`config.mk`:
```
export PLATFORM = sky130hd
export DESIGN_NAME = protection_status_and_limit_regs
export DESIGN_NICKNAME = d
export VERILOG_FILES = /design/src/prot_regs_pkg.sv /design/src/protection_status_and_limit_regs.sv /design/src/limit_clamp.sv
export SDC_FILE = /design/constraint.sdc
export NUM_CORES = 1
export LEC_CHECK = 0
export BUFFER_PORTS_ARGS = -buffer_cell sky130_fd_sc_hd__buf_2
export CORE_ASPECT_RATIO = 1.75
export CORE_MARGIN = 2
export CORE_UTILIZATION = 30
export DETAILED_ROUTE_END_ITERATION = 16
export SLEW_MARGIN = 20
export SYNTH_ARGS = -nofsm -noshare
export SYNTH_HDL_FRONTEND = slang
export SYNTH_SLANG_ARGS = --single-unit
```
`constraint.sdc`:
```
create_clock -name core_clk -period 0.95 [get_ports core_clk]
set_input_delay 0.19 -clock core_clk [delete_from_list [all_inputs] [get_ports core_clk]]
set_output_delay 0.19 -clock core_clk [all_outputs]
set_load 0.01 [all_outputs]
```
`src/prot_regs_pkg.sv`:
```
// Package of register offsets, field layouts and reset values for the protection register bank.
// Assumes an internal byte-wide register port from the serial interface logic.
package prot_regs_pkg;
    localparam logic [7:0] FLAGS_ADDR = 8'h00;
    localparam logic [7:0] LIMIT_ADDR = 8'h01;
    localparam logic [7:0] FLAGS_RESET = 8'hbf;
    localparam logic [7:0] LIMIT_RESET = 8'h1b;
    localparam logic [3:0] LIMIT_CODE_MAX = 4'hb;
    localparam int TEMP_BIT = 7;
    localparam int PGOOD_BIT = 6;
    localparam int FOLLOW_BIT = 5;
    localparam int HEAT_BIT = 4;
    localparam int OCUR_BIT = 3;
    localparam int UVOLT_BIT = 2;
    localparam int HVOLT_BIT = 1;
    localparam int PHASE_BIT = 0;
    localparam int SLOPE_MSB = 7;
    localparam int SLOPE_LSB = 5;
    localparam int TCOMP_BIT = 4;
    localparam int CODE_MSB = 3;
    localparam int CODE_LSB = 0;
endpackage : prot_regs_pkg

```
`src/protection_status_and_limit_regs.sv`:
```
// Protection flag and current limit configuration registers.
// Assumes the serial bus logic presents a synchronous byte register port.
module protection_status_and_limit_regs
    import prot_regs_pkg::*;
(
    input wire logic core_clk,
    input wire logic rst,
    input wire logic [7:0] reg_addr,
    input wire logic reg_wr,
    input wire logic reg_rd,
    input wire logic [7:0] reg_wdata,
    output logic [7:0] reg_rdata,
    input wire logic temp_warning,
    input wire logic power_good,
    input wire logic follow_fault,
    input wire logic overheat,
    input wire logic overcurrent,
    input wire logic undervoltage,
    input wire logic high_output,
    input wire logic phase_error,
    output logic [2:0] load_regulation_slope,
    output logic temperature_compensation_enable,
    output logic [3:0] current_limit_code
);

    // Active-high view of every protection condition, in flag order
    logic [7:0] fault_active;

    // Flags as the host sees them, zero while a condition is active
    logic [7:0] protection_flags_reg;

    // Stored slope field, read back as written
    logic [2:0] slope_field_reg;

    // Stored temperature compensation enable
    logic tcomp_field_reg;

    // Stored raw limit code; may hold a value above the ceiling
    logic [3:0] code_field_reg;

    // Whole configuration byte as the host reads it back
    logic [7:0] current_limit_config;

    // Saturated code from the clamp
    logic [3:0] clamped_code;

    // Decoded register port strobes
    logic limit_wr_hit;
    logic flags_rd_hit;
    logic limit_rd_hit;

    // Read data ahead of its output register
    logic [7:0] reg_rdata_next;

    // Write decode; flags and unmapped places have no write path at all
    assign limit_wr_hit = reg_wr && (reg_addr == LIMIT_ADDR);

    // Read decode; both hits low during a read means an unmapped place
    assign flags_rd_hit = reg_rd && (reg_addr == FLAGS_ADDR);
    assign limit_rd_hit = reg_rd && (reg_addr == LIMIT_ADDR);

    // Condition inputs gathered by flag position, all active high except power_good, which is inverted
    always_comb begin
        fault_active = '0;
        fault_active[TEMP_BIT] = temp_warning;
        fault_active[PGOOD_BIT] = ~power_good; // Power not good is the condition
        fault_active[FOLLOW_BIT] = follow_fault;
        fault_active[HEAT_BIT] = overheat;
        fault_active[OCUR_BIT] = overcurrent;
        fault_active[UVOLT_BIT] = undervoltage;
        fault_active[HVOLT_BIT] = high_output;
        fault_active[PHASE_BIT] = phase_error;
    end

    // One flag flip-flop per bit; no latching, so a cleared condition
    // shows as one again on the next edge without any host action
    for (genvar k = 0; k < $bits(protection_flags_reg); k++) begin : gen_flag
        always_ff @(posedge core_clk or posedge rst) begin
            if (rst) begin
                protection_flags_reg[k] <= FLAGS_RESET[k];
            end else begin
                protection_flags_reg[k] <= ~fault_active[k];
            end
        end
    end

    // Slope field of the configuration
    always_ff @(posedge core_clk or posedge rst) begin
        if (rst) begin
            slope_field_reg <= LIMIT_RESET[SLOPE_MSB:SLOPE_LSB];
        end else if (limit_wr_hit) begin
            slope_field_reg <= reg_wdata[SLOPE_MSB:SLOPE_LSB];
        end
    end

    // Temperature compensation enable; stored only, its effect lies elsewhere
    always_ff @(posedge core_clk or posedge rst) begin
        if (rst) begin
            tcomp_field_reg <= LIMIT_RESET[TCOMP_BIT];
        end else if (limit_wr_hit) begin
            tcomp_field_reg <= reg_wdata[TCOMP_BIT];
        end
    end

    // Raw limit code; kept unclamped so the host reads back what it wrote
    always_ff @(posedge core_clk or posedge rst) begin
        if (rst) begin
            code_field_reg <= LIMIT_RESET[CODE_MSB:CODE_LSB];
        end else if (limit_wr_hit) begin
            code_field_reg <= reg_wdata[CODE_MSB:CODE_LSB];
        end
    end

    // Readback byte assembled from the stored fields
    assign current_limit_config = {slope_field_reg, tcomp_field_reg, code_field_reg};

    // Only the applied value saturates, never the stored one
    limit_clamp u_clamp (
        .code_in(code_field_reg),
        .code_out(clamped_code)
    );

    // Applied slope; one extra stage keeps the output a plain flip-flop
    always_ff @(posedge core_clk or posedge rst) begin
        if (rst) begin
            load_regulation_slope <= LIMIT_RESET[SLOPE_MSB:SLOPE_LSB];
        end else begin
            load_regulation_slope <= slope_field_reg;
        end
    end

    // Applied temperature compensation enable
    always_ff @(posedge core_clk or posedge rst) begin
        if (rst) begin
            temperature_compensation_enable <= LIMIT_RESET[TCOMP_BIT];
        end else begin
            temperature_compensation_enable <= tcomp_field_reg;
        end
    end

    // Applied limit code, always at or below the ceiling
    always_ff @(posedge core_clk or posedge rst) begin
        if (rst) begin
            current_limit_code <= LIMIT_RESET[CODE_MSB:CODE_LSB];
        end else begin
            current_limit_code <= clamped_code;
        end
    end

    // Read multiplexer; data holds between reads, unmapped reads give zero
    always_comb begin
        reg_rdata_next = reg_rdata;
        if (flags_rd_hit) begin
            reg_rdata_next = protection_flags_reg;
        end else if (limit_rd_hit) begin
            reg_rdata_next = current_limit_config;
        end else if (reg_rd) begin
            reg_rdata_next = 8'h00; // Unmapped place
        end
    end

    // Read data register; a read changes no other state
    always_ff @(posedge core_clk or posedge rst) begin
        if (rst) begin
            reg_rdata <= 8'h00;
        end else begin
            reg_rdata <= reg_rdata_next;
        end
    end
endmodule : protection_status_and_limit_regs

```
`src/limit_clamp.sv`:
```
// Saturating clamp for the current limit code.
// Assumes a four-bit code; pure combinational.
module limit_clamp
    import prot_regs_pkg::*;
(
    input wire logic [3:0] code_in,
    output logic [3:0] code_out
);
    // Codes above the maximum saturate
    always_comb begin
        code_out = (code_in > LIMIT_CODE_MAX) ? LIMIT_CODE_MAX : code_in;
    end
endmodule : limit_clamp

```
Word level (Yosys, flattened, before mapping)
Cells that the tools add are included. Widths: inputs -> output; s select.

Input port bits: 28. Latch bits: 0. Memory bits (writable): 0. Word-level logic and storage cells: 33. Output and inout port bits: 16. Memory bits (read-only): 0. Register bits after elaboration: 32. Memories: 0.

Shift-type cells: 0. Reduce and logical (&&, ||, !) cells: 5. Add/subtract/negate cells: 0. Magnitude comparators: 1. Multiply operators: 0. Bitwise gates (word level): 7. Div/mod/pow operators: 0. Mux-type cells: 4. Eq/ne operators: 1.

Operators by type and width (count): $mux 8 (3); $eq 8x1->1 const B (1); $logic_not 8->1 (1); $not 1->1 (7); $gt 4x4->1 const B (1); $mux 4 (1); $logic_and 1x1->1 (3); $reduce_bool 3->1 (1).

Logic depth before layout (Yosys ltp)
Gate-level depths: netlist (run 1).

Depth in word-level cells: 4. Depth in mapped cells: 4. Gate-level depth less buffers: 3.

By module
A second synthesis (run 1) with hierarchy kept.

Cells, all modules: 92. Area total of the unflattened synthesis: 1214.9 um2.

By module, submodules not included: protection_status_and_limit_regs (cells each 88, area an instance 1189.9 um2, instances 1, seq. area each 819.5 um2); limit_clamp (cells each 4, area an instance 25.0 um2, instances 1, seq. area each 0.0 um2).

Worst setup path before layout (run 1)
No wires, ideal clock.

Path kind: input to register. Start: in reg_addr[6]. End: reg code_field_reg[2]. Arrival time: 1117 ps. Setup time: 127 ps. Slack: -294 ps. Buffers on the path: 1. Required time: 823 ps. Cell stages on the path: 4. Cells stage by stage: nor4_2 > and4_1 > buf_4 > mux2_1.

Cells in the longest elaborated chain, start to end: 2.

RTL lines: start, declared (RTL line protection_status_and_limit_regs.sv:8) `input wire logic [7:0] reg_addr,`; $eq 8x1->1 (RTL line protection_status_and_limit_regs.sv:56) `assign limit_wr_hit = reg_wr && (reg_addr == LIMIT_ADDR);`; $logic_and 1x1->1 (RTL line protection_status_and_limit_regs.sv:56); end signal, assigned (RTL line protection_status_and_limit_regs.sv:108) `code_field_reg <= LIMIT_RESET[CODE_MSB:CODE_LSB];`; end signal, assigned (RTL line protection_status_and_limit_regs.sv:110) `code_field_reg <= reg_wdata[CODE_MSB:CODE_LSB];`; end, declared (RTL line protection_status_and_limit_regs.sv:39) `logic [3:0] code_field_reg;`.

No other way between the ends. A chain may end at the register's enable or synchronous reset.

Final worst setup path (run 1)
Start: reg current_limit_code[1]. End: out current_limit_code[1].

RTL lines: start, declared (RTL line protection_status_and_limit_regs.sv:23) `output logic [3:0] current_limit_code`; start signal, assigned (RTL line protection_status_and_limit_regs.sv:144) `current_limit_code <= LIMIT_RESET[CODE_MSB:CODE_LSB];`; start signal, assigned (RTL line protection_status_and_limit_regs.sv:146) `current_limit_code <= clamped_code;`.

No word-level cell between the ends.

==> run_results.csv, run 1 <==
group,metric,value,unit
floorplanning,dieArea,4590,um2
cells_and_area,multiInputGateArea,405,um2
timing,slew_viol_final,0,
cells_and_area,seqCellArea,820,um2
pwr,p_leak,0.984,nW
place,numPortBuffers,43,
yosys,netlist_area,1210,um2
global_route,grt_antenna_before_repair,0,
timing,hold_violations,0,
pwr,power,3.17,mW
detailed_routing,routed_wl,2740,um
clock_tree,clockBufferDepth,2,
clock_tree,cts_buffers,5,
cells_and_area,postLayoutCellArea,1930,um2
yosys,synth_area_leaders,"dfrtp_1, dfstp_2, mux2_1",
setup_path,critPathKind,"flop to output port",
detailed_routing,dr.pass1.iters,4,
timing,maxSlewHeadroom,76.1,%
hold_path,worstHoldStart,"overheat",
yosys,synthFlopType,"dfrtp_1",
timing,clock-skew-final,3.71,ps
hold_path,hold_path_class,"input pin to flop",
timing,max_freq,916,MHz
status,status,"finished, violations left",
detailed_routing,drc,0,
global_route,grt_pass1_wl,4150,um
global_route,groute.usage.overall,12.6,%
place,place_area,1570,um2
yosys,synth_common_cells,"dfrtp_1, inv_1, dfstp_2, nand2_1",
clock_tree,cts_max_level,2,
place,gp_congestion,0.727,
cells_and_area,antenna_cells,0,
setup_path,r2r_slack,20,ps
timing,tightest_slew,359,ps
cells_and_area,area_growth,58.5,%
clock_tree,cts_tree,"done",
setup_path,crit_buf_inv,1,
setup_path,path_delay_family,"flip-flops",
status,violations,"setup timing",
floorplanning,fp.dieW,52.1,um
cells_and_area,layout.nets,186,
cells_and_area,final_core_util,49.8,%
floorplanning,core.rowCount,30,
timing,fin_crit_sh,115,%
clock_tree,clock-sinks,32,
setup_path,reg2reg_from,"code_field_reg[0]$_DFFE_PP1P_",
timing,setup_viol,24,
timing,rsz0062_at_grt,"yes",
yosys,ys_types,16,
clock_tree,path_clk_slew,70,ps
floorplanning,initial_utilization,31.4,%
cells_and_area,n_fill_cell,368,
timing,period_needed,1090,ps
hold_path,hold_depth,2,
clock_tree,root_buffer,"clkbuf_8",
yosys,synth_seq_area_share,67.5,%
yosys,post-synth-top-count-cell,"dfrtp_1",
floorplanning,pin_count,44,
setup_path,worstSetupEndpointType,"output port",
place,dp.final_hpwl,1880,um
yosys,synth_area_per_cell,13.2,um2
setup_path,crit_required,760,ps
cells_and_area,final_cells,207,
yosys,synth_nets,120,
setup_path,slowest_delay,530,ps
place,dp_cells,185,
setup_path,worstRegToRegCells,3,
detailed_routing,via_count,901,
yosys,synth_top_area_share,35.0,%
pwr,power_density,1650,nW/um2
setup_path,arrival,900,ps
setup_path,critPathSlowestCell,"dfstp_2",
yosys,synth_seq_cells,32,
floorplanning,coreArea,3870,um2
detailed_routing,wl_per_cell,13.2,um
yosys,ys_async_sr_fraction,100,%
yosys,ys_warn_count,0,
detailed_routing,vias_per_cell,4.35,
setup_path,crit_fanout,1,
detailed_routing,drtIter0Drc,2,
clock_tree,clock_latency,280,ps
pwr,max-vdd-ir-drop,1210,uV
global_route,grt-ovfl-total,0,
hold_path,min_to,"protection_flags_reg[4]$_DFF_PP1_",
job,cap_violations,0,
cells_and_area,drive_gt1_share,69.8,%
yosys,synth_cells,92,
global_route,grt_pass1_vias,884,
timing,holdWs,12.5,ps
setup_path,startpoint_type,"flop",
yosys,synth_enable_flop_cells,0,
global_route,grt_max_degree,33,
detailed_routing,ant_nets,0,
floorplanning,die_h,88.2,um
yosys,synth_top_cell_by_area,"dfrtp_1",
setup_path,crit_chain,"buf_6",
timing,finalWorstSetupSlack,-142,ps
setup_path,r2r-end,"reg_rdata[0]$_DFFE_PP0P_",
==> metrics by stage <==
step           setup WS, ps  TNS, ps
2_1_floorplan          -265    -2040
3_3_place_gp           -428    -3950
3_5_place_dp           -457    -4300
4_1_cts                -160    -1890
5_1_grt                -200    -2680
6_report               -142    -1720
==> layout by cell type, fill, tap and decap left out <==
master and instances:
buf_2 36, dfrtp_1 17, inv_1 16, dfstp_2 15
buf_4 15, mux2_4 13, buf_6 9, clkbuf_8 7
nand2_1 5, o22ai_1 5, nand2_2 4, mux2_2 3
o22ai_2 3, a21o_1 2, dlygate4sd3_1 2, buf_12 2
nor4_4 1, nor3_2 1, and4_4 1, nor2b_1 1
bufinv_16 1
==> area by class of cell <==
class / instances / share of cell area (%)
Tap cell: 48 / 3.12
Clock buffer: 7 / 5.00
Clock inverter: 1 / 1.56
Inverter: 16 / 3.12
Timing Repair Buffer: 64 / 23.6
Sequential cell: 32 / 42.6
Multi-Input combinational cell: 39 / 21.1
==> layer usage <==
layer	track usage, %	routed length (um)	share of wire (%)
met3	3.58	145	5.3
met5	0	0	0
met2	21.7	1540	56
met4	7.18	34	1.2
met1	13.5	1020	37
==> worst max path at each step <==
stage / start / to / slack [ps] / cells after the start
floorplan: reg_addr[6] / code_field_reg[2]$_DFFE_PP0P_ / -260 / 4
global placement: reg_addr[6] / code_field_reg[2]$_DFFE_PP0P_ / -430 / 5
CTS: current_limit_code[1]$_DFF_PP1_ / current_limit_code[1] / -160 / 1
global route: reg_addr[1] / code_field_reg[2]$_DFFE_PP0P_ / -200 / 5
detailed placement: reg_addr[6] / code_field_reg[2]$_DFFE_PP0P_ / -460 / 5
finish: current_limit_code[1]$_DFF_PP1_ / current_limit_code[1] / -140 / 1
==> report_power, final <==
| part | switching (mW) | total, mW | internal [mW] |
|---|---|---|---|
| combinational | 0.129 | 0.310 | 0.181 |
| clock | 0.478 | 1.40 | 0.925 |
| sequential | 0.0215 | 1.46 | 1.44 |
| total | 0.629 | 3.17 | 2.54 |
==> timing repair <==
action | CTS | global route
hold endpoints to repair | 18 | 0
setup endpoints to repair | 24 | 32
resized for setup | 14 | 13
hold buffers | 2 | 0
buffers inserted | 2 | 10
pin swaps | 2 | 4
==> logic make-up after synthesis <==
logic type      synth area share (%)
compound gates                  5.36
buf+inv                         6.90
flops                           67.5
mux                             14.8
simple gates                    5.46
No activity file was read; power rests on OpenSTA's default activity.
==> inputs of run 2 (changes only) <==
==> constraint.sdc (replaced) <==
create_clock -name core_clk -period 1.01 [get_ports core_clk]
set_input_delay 0.202 -clock core_clk [delete_from_list [all_inputs] [get_ports core_clk]]
set_output_delay 0.202 -clock core_clk [all_outputs]
set_load 0.01 [all_outputs]
==> run 2 against run 1 <==
Net effect: via count fell by 5.1%; die area is the same; clock power shrank 29%; the flow still finishes with violations (setup timing); critical endpoint is now code_field_reg[2]$_DFFE_PP0P_; power decreased by 18%; non-clock buffer count shrank 12; wire length down 4.7%; setup slack better by 41 ps; critical path type is now input pin to flop; critical path depth grew 4.
==> run_results.csv, run 2 (synthesis results as in run 1) <==
group,metric,value,unit
clock_tree,path_clk_slew,60,ps
status,violations,"setup timing",
cells_and_area,layout.nets,174,
detailed_routing,wl_per_cell,13.4,um
floorplanning,pin_count,44,
setup_path,startpoint_type,"input pin",
timing,setup_tns,-893,ps
detailed_routing,dr.pass1.iters,3,
status,status,"finished, violations left",
timing,holdWs,20.6,ps
timing,slew_viol_final,0,
floorplanning,dieArea,4590,um2
timing,maxSlewHeadroom,81.7,%
detailed_routing,drtIter0Drc,6,
pwr,max-vdd-ir-drop,811,uV
timing,clock-skew-final,3.38,ps
clock_tree,clock_latency,280,ps
global_route,grt_pass1_wl,4280,um
cells_and_area,n_fill_cell,381,
detailed_routing,via_count,855,
place,dp.final_hpwl,1900,um
timing,setup_viol,12,
global_route,grt_antenna_before_repair,0,
clock_tree,cts_max_level,2,
floorplanning,die_h,88.2,um
job,cap_violations,0,
global_route,grt-ovfl-total,0,
clock_tree,root_buffer,"clkbuf_8",
setup_path,arrival,1270,ps
cells_and_area,area_growth,44.5,%
hold_path,hold_path_class,"input pin to flop",
pwr,p_leak,0.880,nW
place,gp_congestion,0.717,
cells_and_area,layout_commonest_cell,"buf_2",
timing,period_needed,1110,ps
cells_and_area,final_cells,195,
detailed_routing,routed_wl,2610,um
clock_tree,clockBufferDepth,2,
global_route,groute.usage.overall,13.2,%
pwr,power,2.61,mW
global_route,grt_pass1_vias,921,
timing,finalWorstSetupSlack,-101,ps
setup_path,worstSetupEndpointType,"flop",
timing,max_freq,900,MHz
setup_path,crit_required,1170,ps
detailed_routing,vias_per_cell,4.38,
clock_tree,cts_tree,"done",
global_route,grt_max_degree,33,
pwr,power_density,1490,nW/um2
timing,fin_crit_sh,110,%
place,place_area,1560,um2
floorplanning,initial_utilization,31.4,%
floorplanning,fp.dieW,52.1,um
cells_and_area,drive_gt1_share,62.6,%
setup_path,crit_fanout,5,
timing,hold_violations,0,
detailed_routing,ant_nets,0,
cells_and_area,final_cell_mix,"buf_2, dfrtp_1, inv_1",
clock_tree,clock-sinks,32,
setup_path,critPathKind,"input pin to flop",
timing,tightest_slew,275,ps
cells_and_area,final_core_util,45.4,%
cells_and_area,antenna_cells,0,
timing,rsz0062_at_grt,"yes",
detailed_routing,drc,0,
place,numPortBuffers,43,
cells_and_area,postLayoutCellArea,1760,um2
place,dp_cells,184,
clock_tree,cts_buffers,5,
floorplanning,core.rowCount,30,
floorplanning,coreArea,3870,um2
place,place_ws,-412,ps
-- run 2: cell count changes in the layout (fill, tap and decap cells not counted), moves of 2 or more --
cell	previous run	this run
mux2_4	13	8
nand2_2	4	0
buf_4	15	4
mux2_2	3	8
nand2_1	5	9
o22ai_2	3	1
o22ai_1	5	7
clkbuf_1	0	2
-- run 2: routing by layer --
metal | vias up | global-route usage [%] | wire length [um]
li1 | 403 | - | -
met1 | 415 | 13.8 | 862
met2 | 29 | 22.6 | 1520
met3 | 8 | 4.10 | 150
met4 | 0 | 7.89 | 77
met5 | - | 0 | 0
-- run 2: layout make-up --
class / instances / area [um2] / area share, %
Sequential cell: 32 / 820 / 46.7
Multi-Input combinational cell: 39 / 364 / 20.7
Timing Repair Buffer: 52 / 362 / 20.6
Clock buffer: 8 / 90.1 / 5.13
Inverter: 16 / 60.1 / 3.42
Tap cell: 48 / 60.1 / 3.42
-- run 2: critical path, cell delays in order --
cell,delay [ps]
buf_6,90
nor4_4,280
and4_4,270
buf_6,130
mux2_4,300
-- run 2: report_power, final --
group / internal [mW] / leakage (nW) / switching [mW] / total, mW
clock network: 0.555 / 0.0455 / 0.434 / 0.988
logic: 0.140 / 0.444 / 0.104 / 0.244
registers: 1.35 / 0.390 / 0.0241 / 1.38
total: 2.05 / 0.880 / 0.562 / 2.61
-- run 2: path summary, 6_finish.rpt --
path	from	endpoint	slack, ps	cells after the start
min in group asynchronous	rst	reg_rdata[4]$_DFFE_PP0P_	510	4
worst min register to register	tcomp_field_reg$_DFFE_PP1P_	temperature_compensation_enable$_DFF_PP1_	380	0
worst min-delay path	overheat	protection_flags_reg[4]$_DFF_PP1_	20	2
worst max-delay path	reg_addr[6]	code_field_reg[2]$_DFFE_PP0P_	-100	5
worst max register to register	code_field_reg[2]$_DFFE_PP0P_	reg_rdata[2]$_DFFE_PP0P_	60	3
max in group asynchronous	rst	current_limit_code[1]$_DFF_PP1_	260	4
-- run 2: repair_timing --
action                                  4_1_cts  5_1_grt
gates resized for setup                      13        3
setup buffers                                 0        2
hold endpoints to repair                     17        0
hold buffers                                  1        0
pin swaps                                     2        2
endpoints found under the setup margin       15       20
==> inputs of run 3 (changes only) <==
--- a/config.mk
+++ b/config.mk
@@ -7,9 +7,10 @@
 export LEC_CHECK = 0
 export BUFFER_PORTS_ARGS = -buffer_cell sky130_fd_sc_hd__buf_2
 export CORE_ASPECT_RATIO = 1.75
-export CORE_MARGIN = 2
+export CORE_MARGIN = 4
 export CORE_UTILIZATION = 30
 export DETAILED_ROUTE_END_ITERATION = 16
+export GPL_TIMING_DRIVEN = 0
 export SLEW_MARGIN = 20
 export SYNTH_ARGS = -nofsm -noshare
 export SYNTH_HDL_FRONTEND = slang
==> run 3 against run 2 <==
Net effect: the flow still finishes with violations (setup timing); die area is 13% higher; register-to-register slack worse by 20 ps; global-route usage is 2.3 points lower; combinational power is 12% lower; setup slack worse by 1.1 ps; final cell count is 1.0% lower; worst hold slack worse by 15 ps; via count is 2.2% lower; clock-buffer cell count stayed put; sequential power hardly changed; first-iteration DRC count is 120% higher; critical endpoint is now slope_field_reg[1]$_DFFE_PP0P_; largest cell class unchanged; highest routed layer unchanged.
==> run_results.csv, run 3 (synthesis results as in run 1) <==
group,metric,value,unit
detailed_routing,dr.pass1.iters,4,
detailed_routing,drc,0,
cells_and_area,drive_gt1_share,58.6,%
cells_and_area,layout.nets,172,
timing,period_needed,1110,ps
place,dp.final_hpwl,1950,um
cells_and_area,final_cell_mix,"buf_2, dfrtp_1, inv_1, dfstp_2, nand2_1",
floorplanning,coreArea,3900,um2
setup_path,startpoint_type,"input pin",
timing,setup_tns,-1040,ps
timing,setup_viol,14,
clock_tree,root_buffer,"clkbuf_8",
timing,finalWorstSetupSlack,-102,ps
timing,fin_crit_sh,110,%
clock_tree,cts_tree,"done",
global_route,grt-ovfl-total,0,
floorplanning,core.rowCount,30,
global_route,groute.usage.overall,10.9,%
cells_and_area,layout_commonest_cell,"buf_2",
place,place_area,1510,um2
floorplanning,fp.dieW,56.1,um
detailed_routing,drtIter0Drc,13,
pwr,power,2.57,mW
timing,max_freq,899,MHz
detailed_routing,ant_nets,0,
clock_tree,clock-sinks,32,
job,cap_violations,0,
detailed_routing,wl_per_cell,13.1,um
place,numPortBuffers,41,
global_route,grt_antenna_before_repair,0,
global_route,grt_pass1_wl,4210,um
timing,clock-skew-final,4.61,ps
floorplanning,die_h,92.2,um
cells_and_area,antenna_cells,0,
status,status,"finished, violations left",
setup_path,worstSetupEndpointType,"flop",
timing,slew_viol_final,0,
hold_path,hold_path_class,"input pin to asynchronous set/reset pin",
setup_path,critPathKind,"input pin to flop",
clock_tree,cts_buffers,5,
floorplanning,initial_utilization,31.1,%
detailed_routing,vias_per_cell,4.33,
setup_path,arrival,1270,ps
timing,rsz0062_at_grt,"yes",
pwr,p_leak,0.848,nW
cells_and_area,postLayoutCellArea,1690,um2
detailed_routing,via_count,836,
pwr,power_density,1520,nW/um2
place,gp_congestion,0.743,
timing,maxSlewHeadroom,57.4,%
floorplanning,dieArea,5170,um2
global_route,grt_max_degree,33,
setup_path,crit_required,1170,ps
floorplanning,pin_count,44,
timing,tightest_slew,639,ps
global_route,grt_pass1_vias,911,
status,violations,"setup timing",
clock_tree,cts_max_level,2,
clock_tree,clockBufferDepth,2,
clock_tree,hold_buffers,0,
timing,hold_violations,0,
clock_tree,path_clk_slew,60,ps
cells_and_area,area_growth,38.7,%
clock_tree,clock_latency,280,ps
pwr,max-vdd-ir-drop,754,uV
detailed_routing,routed_wl,2530,um
setup_path,crit_fanout,8,
[run 3: cell type report]
cell class / instances / area [um2]
Buffer: 5 / 27.5
Multi-Input combinational cell: 39 / 349
Tap cell: 48 / 60.1
Sequential cell: 32 / 820
Inverter: 16 / 60.1
Timing Repair Buffer: 45 / 279
Fill cell: 389 / 2220
Clock buffer: 8 / 90.1
[run 3: per-stage QoR]
step	std cells	util [%]	hold slack [ps]	setup WS, ps
after floorplan	92	-	228	-217
after global placement	181	38.6	311	-386
after detailed placement	181	38.6	315	-430
after CTS	191	42.5	17.4	-102
after global routing	193	43.2	23.2	-144
final	193	43.2	5.70	-102
[run 3: final timing paths]
path	from	to	slack [ps]	cells after the start
setup / recovery	reg_addr[1]	slope_field_reg[1]$_DFFE_PP0P_	-100	5
hold / removal	rst	slope_field_reg[0]$_DFFE_PP0P_	6	2
setup reg to reg	code_field_reg[2]$_DFFE_PP0P_	reg_rdata[2]$_DFFE_PP0P_	40	3
hold reg to reg	tcomp_field_reg$_DFFE_PP1P_	temperature_compensation_enable$_DFF_PP1_	380	0
max in group asynchronous	rst	reg_rdata[7]$_DFFE_PP0P_	590	2
min in group core_clk	phase_error	protection_flags_reg[0]$_DFF_PP1_	30	2
[run 3: critical path, cell delays in order]
cell    delay [ps]
buf_6           90
nor4_4         270
and4_1         230
buf_6          160
mux2_4         310
[run 3: repair_timing]
| action | in CTS | in global routing |
|---|---|---|
| pin swaps | 2 | 2 |
| resized for setup | 8 | 2 |
| setup buffers | 2 | 2 |
| setup endpoints to repair | 17 | 23 |
[run 3: routing by layer]
layer / vias to the layer above / GRT usage (%) / wire (um)
met5: - / 0 / 0
met4: 0 / 7.13 / 74
met3: 7 / 3.52 / 126
met2: 23 / 19.1 / 1430
met1: 404 / 10.7 / 901
li1: 402 / - / -
[run 3: where the power goes]
| group | leakage (nW) | internal [mW] | switching [mW] | total (mW) |
|---|---|---|---|---|
| registers | 0.390 | 1.35 | 0.0227 | 1.38 |
| logic | 0.412 | 0.117 | 0.0970 | 0.214 |
| clock network | 0.0455 | 0.555 | 0.423 | 0.978 |
